==> src/rtl/iops_defines.svh <==
// Constants for the I/O pin function select block
`ifndef IOPS_DEFINES_SVH
`define IOPS_DEFINES_SVH

`define IOPS_ADDR_W           9
`define IOPS_DATA_W           8
`define IOPS_PIN_W            32
`define IOPS_DIV_W            16

`define IOPS_OFS_INT_ROUTE    9'h18E
`define IOPS_OFS_FUNC_CFG     9'h18F
`define IOPS_OFS_PULLUP0      9'h1E0

`define IOPS_WMASK_INT_ROUTE  8'hDE
`define IOPS_WMASK_FUNC_CFG   8'hFB
`define IOPS_WMASK_PULLUP0    8'hFF
`define IOPS_RESET_VAL        8'h00
`define IOPS_READ_IDLE        8'h00

`define IOPS_BIT_IRQ1_SEL     1
`define IOPS_BIT_READ_SRC     3
`define IOPS_BIT_DOUBLE       4
`define IOPS_BIT_HALF         5
`define IOPS_BIT_SDA_LO       6
`define IOPS_BIT_SDA_HI       7

`define IOPS_PIN_P1_5         13
`define IOPS_PIN_P1_7         15
`define IOPS_PIN_P3_3         19
`define IOPS_PIN_P4_2         26

`define IOPS_PU_GRP0          32'h0000_0006
`define IOPS_PU_GRP1          32'h0000_00C0
`define IOPS_PU_GRP2          32'h0000_0F00
`define IOPS_PU_GRP3          32'h0000_F000
`define IOPS_PU_GRP6          32'h0008_0000
`define IOPS_PU_GRP7          32'h00B0_0000
`define IOPS_PU_NONE          32'h0000_0000

`define IOPS_SDA_DLY_SHORT    3
`define IOPS_SDA_DLY_MID      11
`define IOPS_SDA_DLY_LONG     19

`endif

==> src/rtl/iops_pkg.sv <==
// Types shared by the I/O pin function select block
`include "iops_defines.svh"

package iops_pkg;

    typedef enum logic [1:0]
    {
        IOPS_SDA_SHORT   = 2'b00,
        IOPS_SDA_MID     = 2'b01,
        IOPS_SDA_LONG    = 2'b10,
        IOPS_SDA_ILLEGAL = 2'b11
    } iops_sda_code_t;

    typedef struct packed
    {
        logic [`IOPS_DATA_W-1:0] int_route;
        logic [`IOPS_DATA_W-1:0] func_cfg;
        logic [`IOPS_DATA_W-1:0] pullup0;
        logic [`IOPS_DATA_W-1:0] rdata;
        logic                    ext_irq_one;
        logic [`IOPS_PIN_W-1:0]  port_read;
        logic [`IOPS_PIN_W-1:0]  pullup_en;
        logic [`IOPS_DIV_W:0]    i2c_div;
        logic                    rate_fault;
    } iops_state_t;

endpackage : iops_pkg

==> src/rtl/iops_pin_select.sv <==
// Pin function select: interrupt routing, port read source, I2C rate, SDA delay, pull-ups
`timescale 1ns/1ps
`default_nettype none
`include "iops_defines.svh"

module iops_pin_select (
    input  wire logic                    i_core_clk,
    input  wire logic                    i_srst,
    input  wire logic                    i_clk_en,
    input  wire logic [`IOPS_ADDR_W-1:0] i_addr,
    input  wire logic [`IOPS_DATA_W-1:0] i_wdata,
    input  wire logic                    i_wr_stb,
    input  wire logic                    i_rd_stb,
    output logic      [`IOPS_DATA_W-1:0] o_rdata,
    input  wire logic [`IOPS_PIN_W-1:0]  i_pin_level,
    input  wire logic [`IOPS_PIN_W-1:0]  i_port_latch,
    input  wire logic [`IOPS_PIN_W-1:0]  i_port_dir,
    output logic      [`IOPS_PIN_W-1:0]  o_port_read,
    output logic                         o_ext_irq_one,
    input  wire logic                    i_serial_bus_switch,
    input  wire logic [`IOPS_DIV_W-1:0]  i_i2c_base_div,
    output logic      [`IOPS_DIV_W:0]    o_i2c_div,
    output logic                         o_rate_fault,
    input  wire logic                    i_sda_out,
    output logic                         o_sda_delayed,
    output logic      [`IOPS_PIN_W-1:0]  o_pullup_en
);

    iops_pkg::iops_state_t    state;
    iops_pkg::iops_state_t    next_state;
    logic [`IOPS_PIN_W-1:0]   pin_sync;
    logic [`IOPS_PIN_W-1:0]   group_mask;
    iops_pkg::iops_sda_code_t sda_code;
    logic                     read_src_pin;
    logic                     rate_double;
    logic                     rate_half;
    logic                     irq_sel;

    // Pin levels come from outside the clock domain
    iops_sync2 #(
        .WIDTH (`IOPS_PIN_W)
    ) u_pin_sync (
        .i_core_clk (i_core_clk),
        .i_srst     (i_srst),
        .i_clk_en   (i_clk_en),
        .i_async    (i_pin_level),
        .o_sync     (pin_sync)
    );

    assign irq_sel      = state.int_route[`IOPS_BIT_IRQ1_SEL];
    assign read_src_pin = state.func_cfg[`IOPS_BIT_READ_SRC];
    assign rate_double  = state.func_cfg[`IOPS_BIT_DOUBLE];
    assign rate_half    = state.func_cfg[`IOPS_BIT_HALF];
    assign sda_code     = iops_pkg::iops_sda_code_t'(
                              state.func_cfg[`IOPS_BIT_SDA_HI:`IOPS_BIT_SDA_LO]);

    // Pin-group masks of the enabled pull-up bits
    always_comb
    begin
        group_mask = `IOPS_PU_NONE;
        if (state.pullup0[0])
        begin
            group_mask = group_mask | `IOPS_PU_GRP0;
        end
        if (state.pullup0[1])
        begin
            group_mask = group_mask | `IOPS_PU_GRP1;
        end
        if (state.pullup0[2])
        begin
            group_mask = group_mask | `IOPS_PU_GRP2;
        end
        if (state.pullup0[3])
        begin
            group_mask = group_mask | `IOPS_PU_GRP3;
        end
        if (state.pullup0[6])
        begin
            group_mask = group_mask | `IOPS_PU_GRP6;
        end
        if (state.pullup0[7])
        begin
            group_mask = group_mask | `IOPS_PU_GRP7;
        end
    end

    always_comb
    begin
        next_state = state;
        if (i_clk_en)
        begin
            // Register writes; unassigned route and config bits are never stored, pull-up bits 4 and 5 are stored though they map to no pins
            if (i_wr_stb)
            begin
                case (i_addr)
                    `IOPS_OFS_INT_ROUTE:
                    begin
                        next_state.int_route = i_wdata & `IOPS_WMASK_INT_ROUTE;
                    end
                    `IOPS_OFS_FUNC_CFG:
                    begin
                        next_state.func_cfg = i_wdata & `IOPS_WMASK_FUNC_CFG;
                    end
                    `IOPS_OFS_PULLUP0:
                    begin
                        next_state.pullup0 = i_wdata & `IOPS_WMASK_PULLUP0;
                    end
                    default:
                    begin
                        next_state.pullup0 = state.pullup0;
                    end
                endcase
            end

            // Read data stand for one enabled cycle only
            next_state.rdata = `IOPS_READ_IDLE;
            if (i_rd_stb)
            begin
                case (i_addr)
                    `IOPS_OFS_INT_ROUTE: next_state.rdata = state.int_route;
                    `IOPS_OFS_FUNC_CFG:  next_state.rdata = state.func_cfg;
                    `IOPS_OFS_PULLUP0:   next_state.rdata = state.pullup0;
                    default:             next_state.rdata = `IOPS_READ_IDLE;
                endcase
            end

            // Interrupt input routing
            if (irq_sel)
            begin
                next_state.ext_irq_one = pin_sync[`IOPS_PIN_P1_5];
            end
            else
            begin
                next_state.ext_irq_one = pin_sync[`IOPS_PIN_P1_7];
            end

            // Port read source per bit
            for (int i = 0; i < `IOPS_PIN_W; i++)
            begin
                if (read_src_pin && (i != `IOPS_PIN_P4_2))
                begin
                    next_state.port_read[i] = pin_sync[i];
                end
                else if (i_port_dir[i])
                begin
                    next_state.port_read[i] = i_port_latch[i];
                end
                else
                begin
                    next_state.port_read[i] = pin_sync[i];
                end
            end

            // Pull-ups only on input-mode pins
            next_state.pullup_en = group_mask & ~i_port_dir;

            // Rate scaling only applies with the I2C function selected
            next_state.i2c_div    = {1'b0, i_i2c_base_div};
            next_state.rate_fault = 1'b0;
            if (i_serial_bus_switch)
            begin
                if (rate_double && rate_half)
                begin
                    next_state.rate_fault = 1'b1;
                end
                else if (rate_double)
                begin
                    next_state.i2c_div = {2'b00, i_i2c_base_div[`IOPS_DIV_W-1:1]};
                end
                else if (rate_half)
                begin
                    next_state.i2c_div = {i_i2c_base_div, 1'b0};
                end
            end
            else
            begin
                next_state.rate_fault = rate_double | rate_half;
            end
        end

        if (i_srst)
        begin
            next_state = '0;
        end
    end

    always_ff @(posedge i_core_clk)
    begin
        state <= next_state;
    end

    iops_sda_delay #(
        .DEPTH (`IOPS_SDA_DLY_LONG)
    ) u_sda_delay (
        .i_core_clk    (i_core_clk),
        .i_srst        (i_srst),
        .i_clk_en      (i_clk_en),
        .i_delay_code  (sda_code),
        .i_sda         (i_sda_out),
        .o_sda_delayed (o_sda_delayed)
    );

    assign o_rdata       = state.rdata;
    assign o_port_read   = state.port_read;
    assign o_ext_irq_one = state.ext_irq_one;
    assign o_i2c_div     = state.i2c_div;
    assign o_rate_fault  = state.rate_fault;
    assign o_pullup_en   = state.pullup_en;
endmodule : iops_pin_select

`default_nettype wire

==> src/rtl/iops_sda_delay.sv <==
// Digital SDA delay line with selectable length
`timescale 1ns/1ps
`default_nettype none
`include "iops_defines.svh"

module iops_sda_delay #(
    parameter int DEPTH = `IOPS_SDA_DLY_LONG
) (
    input  wire logic                  i_core_clk,
    input  wire logic                  i_srst,
    input  wire logic                  i_clk_en,
    input  wire iops_pkg::iops_sda_code_t i_delay_code,
    input  wire logic                  i_sda,
    output logic                       o_sda_delayed
);

    localparam int IDX_W = $clog2(DEPTH);

    typedef struct packed
    {
        logic [DEPTH-1:0] taps;
    } iops_dly_state_t;

    iops_dly_state_t  state;
    iops_dly_state_t  next_state;
    logic [IDX_W-1:0] tap_sel;

    always_comb
    begin
        next_state = state;
        if (i_clk_en)
        begin
            next_state.taps = {state.taps[DEPTH-2:0], i_sda};
        end
        if (i_srst)
        begin
            next_state = '0;
        end
    end

    always_ff @(posedge i_core_clk)
    begin
        state <= next_state;
    end

    // Code 11 is not allowed; it falls back to the longest delay
    always_comb
    begin
        case (i_delay_code)
            iops_pkg::IOPS_SDA_SHORT: tap_sel = IDX_W'(`IOPS_SDA_DLY_SHORT - 1);
            iops_pkg::IOPS_SDA_MID:   tap_sel = IDX_W'(`IOPS_SDA_DLY_MID - 1);
            iops_pkg::IOPS_SDA_LONG:  tap_sel = IDX_W'(`IOPS_SDA_DLY_LONG - 1);
            default:                  tap_sel = IDX_W'(DEPTH - 1);
        endcase
    end

    assign o_sda_delayed = state.taps[tap_sel];
endmodule : iops_sda_delay

`default_nettype wire

==> src/rtl/iops_sync2.sv <==
// Two-stage synchroniser for pin levels
`timescale 1ns/1ps
`default_nettype none

module iops_sync2 #(
    parameter int WIDTH = 32
) (
    input  wire logic             i_core_clk,
    input  wire logic             i_srst,
    input  wire logic             i_clk_en,
    input  wire logic [WIDTH-1:0] i_async,
    output logic      [WIDTH-1:0] o_sync
);

    typedef struct packed
    {
        logic [WIDTH-1:0] meta;
        logic [WIDTH-1:0] stable;
    } iops_sync_state_t;

    iops_sync_state_t state;
    iops_sync_state_t next_state;

    always_comb
    begin
        next_state = state;
        if (i_clk_en)
        begin
            next_state.meta   = i_async;
            next_state.stable = state.meta;
        end
        if (i_srst)
        begin
            next_state = '0;
        end
    end

    always_ff @(posedge i_core_clk)
    begin
        state <= next_state;
    end

    assign o_sync = state.stable;

endmodule : iops_sync2

`default_nettype wire

==> config.mk <==
export PLATFORM = sky130hd
export DESIGN_NAME = iops_pin_select
export DESIGN_NICKNAME = d
export VERILOG_FILES = /design/src/rtl/iops_pkg.sv /design/src/rtl/iops_pin_select.sv /design/src/rtl/iops_sda_delay.sv /design/src/rtl/iops_sync2.sv
export VERILOG_INCLUDE_DIRS = /design/src /design/src/rtl
export SDC_FILE = /design/constraint.sdc
export NUM_CORES = 1
export LEC_CHECK = 0
export ABC_AREA = 1
export ABC_CLOCK_PERIOD_IN_PS = 2500
export BUFFER_PORTS_ARGS = -buffer_cell sky130_fd_sc_hd__buf_4
export CAP_MARGIN = 15
export CORE_MARGIN = 1.5
export CORE_UTILIZATION = 55
export CTS_CLUSTER_SIZE = 30
export DETAILED_ROUTE_END_ITERATION = 6
export GPL_TIMING_DRIVEN = 0
export PLACE_DENSITY = 0.84
export SKIP_LAST_GASP = 1
export SYNTH_ARGS = -nofsm -noshare
export SYNTH_HDL_FRONTEND = slang
export SYNTH_SLANG_ARGS = --single-unit
==> constraint.sdc <==
create_clock -name i_core_clk -period 2.5 [get_ports i_core_clk]
set_clock_uncertainty 0.2 [all_clocks]
set_input_delay 0.125 -clock i_core_clk [delete_from_list [all_inputs] [get_ports i_core_clk]]
set_output_delay 0.125 -clock i_core_clk [all_outputs]
set_load 0.005 [all_outputs]
After elaboration in Yosys (flattened, before gate mapping)

Index checks and enable logic that the tools add are counted.

Register bits after elaboration: 195
Input bits: 136
Output and inout bits: 92
Logic and storage cells: 106

Mux-type cells: 81
Bitwise gates (word level): 3
Equal/unequal tests: 4
Reductions and logical operators: 5
Order comparisons: 1

Operator list:

| operator           | number |
|---|---|
| $mux 17            | 4 |
| $mux 1             | 67 |
| $and 24x32->32     | 1 |
| $not 32->32        | 1 |
| $eq 9x9->1 const B | 3 |
| $mux 24            | 1 |
| $pmux 8 s3         | 1 |
| $mux 20            | 1 |
| $mux 16            | 1 |
| $mux 8             | 2 |
| $mux 12            | 1 |
| $pmux 5 s2         | 1 |
| $reduce_and 3->1   | 3 |
| $lt 5x6->1 const B | 1 |
| $bmux 1 s5         | 1 |
| $mux 3             | 1 |
| $eq 2x1->1 const B | 1 |
| $logic_not 2->1    | 1 |
| $logic_and 1x1->1  | 1 |
| $or 1x1->1         | 1 |

Logic depth before layout (Yosys ltp)

Depth after elaboration: 7
Mapped depth: 9

Hierarchy

From an unflattened synthesis, not the netlist that was laid out.

Cells, all modules: 1292
Area, all modules: 8946.1 um2

Modules (own cells, without submodules):

| module          | area an instance (um2) | instances | cells each |
|---|---|---|---|
| iops_pin_select | 5291.3                 | 1         | 764 |
| iops_sync2      | 2906.5                 | 1         | 437 |
| iops_sda_delay  | 748.2                  | 1         | 91 |

Worst setup path after synthesis

No wires, ideal clock.

Kind: flip-flop to flip-flop
Start point: reg state (netlist bit rate_double)
End point: reg state (netlist bit o_i2c_div[10])
Path buffers: 1
Clock period less this slack: 1.399 ns
Setup slack: 1.101 ns
Required time: 2.187 ns
Cell stages (with the launch flop): 8
Data arrival time: 1.086 ns
Cell sequence: dfxtp_1 > inv_2 > clkbuf_1 > o22ai_1 > nand2_1 > o21ai_0 > o21ai_1 > inv_1

Word-level cells in the longest chain between the ends: 3

RTL lines:

| item                                                | RTL line                                       | RTL |
|---|---|---|
| start, declared                                     | iops_pin_select.sv:29                          | `iops_pkg::iops_state_t state;` |
| start signal, assigned                              | iops_pin_select.sv:189                         | `state <= next_state;` |
| $mux 17 / $logic_and 1x1->1 (equally long branches) | iops_pin_select.sv:166, iops_pin_select.sv:162 |  |
| $mux 17 *                                           | iops_pin_select.sv:162                         | `if (rate_double && rate_half)` |
| $mux 17 *                                           | iops_pin_select.sv:160                         | `if (i_serial_bus_switch)` |

Mark *: on every way between the ends. The rest lies on a longest branch, timed or not.
A chain may end at the register's enable or synchronous reset.

Worst setup path after layout

Start point: reg state (netlist bit read_src_pin)
End point: reg state (netlist bit o_port_read[23])

Word-level cells in the longest chain between the ends: 1

RTL lines:

| item   | RTL line               | RTL |
|---|---|---|
| $mux 1 | iops_pin_select.sv:140 | `` if (read_src_pin && (i != `IOPS_PIN_P4_2)) `` |

Every way passes these cells.

==> run summary <==
WL/cell = 17.3 um
Worst-path cell chain = inv_1, clkbuf_2, nand2_1, a21oi_1, o21ai_1, dlygate4sd3_1, a21oi_1
Via density = 5.50
Largest family of logic cells by synthesized area = compound AO/OA/AOI/OAI gates
CP Capture Type = flop
Layout Area Growth over Synthesis = 48.7%
Reg2reg path depth = 7
Synth cell count leaders = dfxtp_1 (179), nor2_1 (151), nand2_1 (147)
Placer Congestion = 0.918
Post-synth ARST share = 0%
CTS sink cnt = 179
Routed WL = 28,900 um
CTS tree = built
Chip height = 124 um
H-tree Lvls = 4
Hold Vio Cnt, Final = 0
Adder-Cell Fraction of Synth Area = 0%
Worst Hold Depth = 7
Post-Synthesis Cells = 1,098
Fill cells = 785
Failing checks = setup timing
Clock Path Buffers = 2
Antenna violations before repair = 1
PwrDens = 594 nW/um2
Library cells used by synthesis = 29
Post-Syn Area per Cell = 7.27 um2
Sequential-to-total area share from yosys stat = 44.9%
Starting Density = 56.9%
Pin count of the biggest net entering global routing = 17
Worst-Skew Late Latency = 0.43 ns
Peak supply drop = 0.000520 V
Setup crit start kind = flop
Mux contribution to synthesized area = 0%
Max_cap viols = 0
Synthesized area = 7990 um2
Crit path arrival time = 2.65 ns
Die area = 15,300 um2
Final Max Slew Viols = 0
Nets = 1,616
Reg area = 3580 um2
IO Port Bufs = 208
Clock transition at path regs = 0.07 ns
Final setup fails = 1
Crit share post-route = 101%
Number of synthesized flops with an enable pin = 0
Hold Crit Start = i_addr[6]
Fmax = 395 MHz
Ys flop type = dfxtp_1
Slowest CP cell = dlygate4sd3_1
Leakage power = 5.48 nW
Layout cells sized above 1 = 25.3%
Number of synthesis warnings = 0
Tightest Pin Transition = 0.778 ns
Final ANT Viol Nets = 0
Min Tclk post-route = 2.53 ns
Most frequent CP cell = a21oi_1
Synth Area in Simple Gates = 17.2%
Final setup margin = -0.0325 ns
TritonRoute pass-1 iters = 7
Via count = 9,192
Share of the synthesized area in the top cell type = 44.9%
Residual DRC = 0
RR Startpoint = read_src_pin
Multi-input logic area = 3140 um2
Post-Layout Cell Count = 1,672
GRT Util Overall = 37.4%
Ranking of synthesized cells by area = dfxtp_1 (45%), a21oi_1 (9.1%), buf_4 (8.5%)
Vias in the first global route = 8,970
Worst-path maximum fanout = 10
Endpoint, Worst Hold = o_rdata[2]
Critical R2R Capture = o_port_read[23]
Root Buffer = clkbuf_16
Synthesized flop and latch total = 179
CP required = 2.62 ns
Gr ovfl total = 0
First DRT Iteration DRCs = 887
Final HPWL DP = 16,600 um
Die Wd = 124 um
First-pass GRT wire length = 43,400 um
Final cell utilization of the core = 84.6%
Max incr delay on CP = 0.56 ns
Status = finished with violations
Synth area leader = dfxtp_1
Max-slew headroom = 48.2%
XOR/XNOR Fraction of Synth Area = 0%
Core area = 14,000 um2
Most frequent cell after synthesis = dfxtp_1
Synth Area in Compound Gates = 21.3%
Cts bufs inserted = 17
R2r setup slk = -0.03 ns
CP Class = flop to flop
Standard-cell row count = 43
Boundary Pins = 228
Worst hold path class = input port to flop
# placed instances = 1,501
RSZ-0062 raised after global routing = true
## final cells by class
type                       instances  share of cell area, %
clock buffer                      22                   4.16
multi-input combinational        684                   26.4
inverter                          95                   3.00
buffer                           155                   8.18
clock inverter                     8                   1.23
sequential                       179                   30.2
timing repair buffer             348                   24.9
antenna                            1                 0.0211
tap                              180                   1.90
## kinds of logic (layout without fill, tap and decap cells)
family	count (synthesis)	count (layout)
simple gates	336	336
compound gates	332	332
buf+inv	250	628
flops	179	179
other cells	1	17
## cell usage in the layout (no fill, tap or decap)
cell             n
bufinv_16        4
a21oi_1        144
buf_4          298
o211ai_1         3
clkinv_2         2
nand3_2          1
nor2_4           3
o21ai_0        129
a21oi_2          1
nand2_2          3
diode_2          1
clkbuf_16       17
buf_6            2
nor3_1           1
nand2_1        147
clkbuf_2         3
inv_2            4
nand2_4          1
nand4_1         11
nor2_1         151
a21oi_4          1
buf_2           27
a32oi_1          1
dlygate4sd3_1  140
dfxtp_1        179
conb_1          16
clkbuf_1        29
inv_6            1
clkbuf_8         5
o22ai_1         12
clkinvlp_4       1
nor2_8           1
inv_1           91
buf_1            4
nand3_1         15
o21ai_1         40
a31oi_1          1
nor2_2           2
## power breakdown
part / switching [W] / internal, W / total (W)
clock network: 0.00112 / 0.00180 / 0.00291
logic: 0.000513 / 0.000561 / 0.00107
registers: 0.0000710 / 0.00299 / 0.00307
total: 0.00170 / 0.00535 / 0.00705
## flip-flops by register name, summed over array words and instances, names as in the netlist
| register | flops |
|---|---|
| irq_sel | 1 |
| o_ext_irq_one | 1 |
| o_i2c_div | 17 |
| o_port_read | 32 |
| o_pullup_en | 16 |
| o_rate_fault | 1 |
| o_rdata | 8 |
| rate_double | 1 |
| rate_half | 1 |
| read_src_pin | 1 |
| sda_code | 2 |
| state | 15 |
| u_pin_sync.o_sync | 32 |
| u_pin_sync.state | 32 |
| u_sda_delay.state | 19 |
## worst max-delay path: cells and delay by family, from the launching register on
family                 cells  cell delay, ns
AOI/OAI and AO/OA          3            0.54
DFF                        1            0.31
buffers and inverters      3            1.23
and+or+nand+nor            1            0.14
## how the worst max path moves through the flow
stage | from | endpoint | slack (ns) | depth (start not counted)
floorplan | rate_double | o_i2c_div[10] | 1.10 | 7
global placement | read_src_pin | o_port_read[25] | 0.64 | 6
detailed placement | read_src_pin | o_port_read[23] | 0.62 | 6
CTS | read_src_pin | o_port_read[23] | 0.05 | 7
global route | read_src_pin | o_port_read[23] | -0.03 | 7
finish | read_src_pin | o_port_read[23] | -0.03 | 7
## stage by stage
step | hold slack [ns] | setup TNS [ns] | area (um2) | total power, W | setup slack (ns)
6_report | 0.0290 | -0.0325 | 11900 | 0.00705 | -0.0325
5_1_grt | 0.0524 | -0.0342 | 11900 | 0.00722 | -0.0342
4_1_cts | 0.0192 | 0 | 11900 | 0.00696 | 0.0462
2_1_floorplan | 0.0599 | 0 | 8040 | 0.00355 | 1.10
3_5_place_dp | 0.152 | 0 | 9830 | 0.00393 | 0.616
3_3_place_gp | 0.146 | 0 | 9830 | 0.00391 | 0.638
## per-layer routing
layer	vias up	share of wire (%)	track usage, %
li1	4217	-	-
met3	164	8.7	7.56
met1	4181	36	42.2
met4	0	6.1	25.6
met5	-	0	0
met2	630	49	63.6
## timing repair
item	CTS	global route
hold buffers	140	0
buffers inserted	0	0
resized for setup	0	5
endpoints found under the hold margin	134	0
endpoints found under the setup margin	0	12
(Power assumes the default switching activity.)
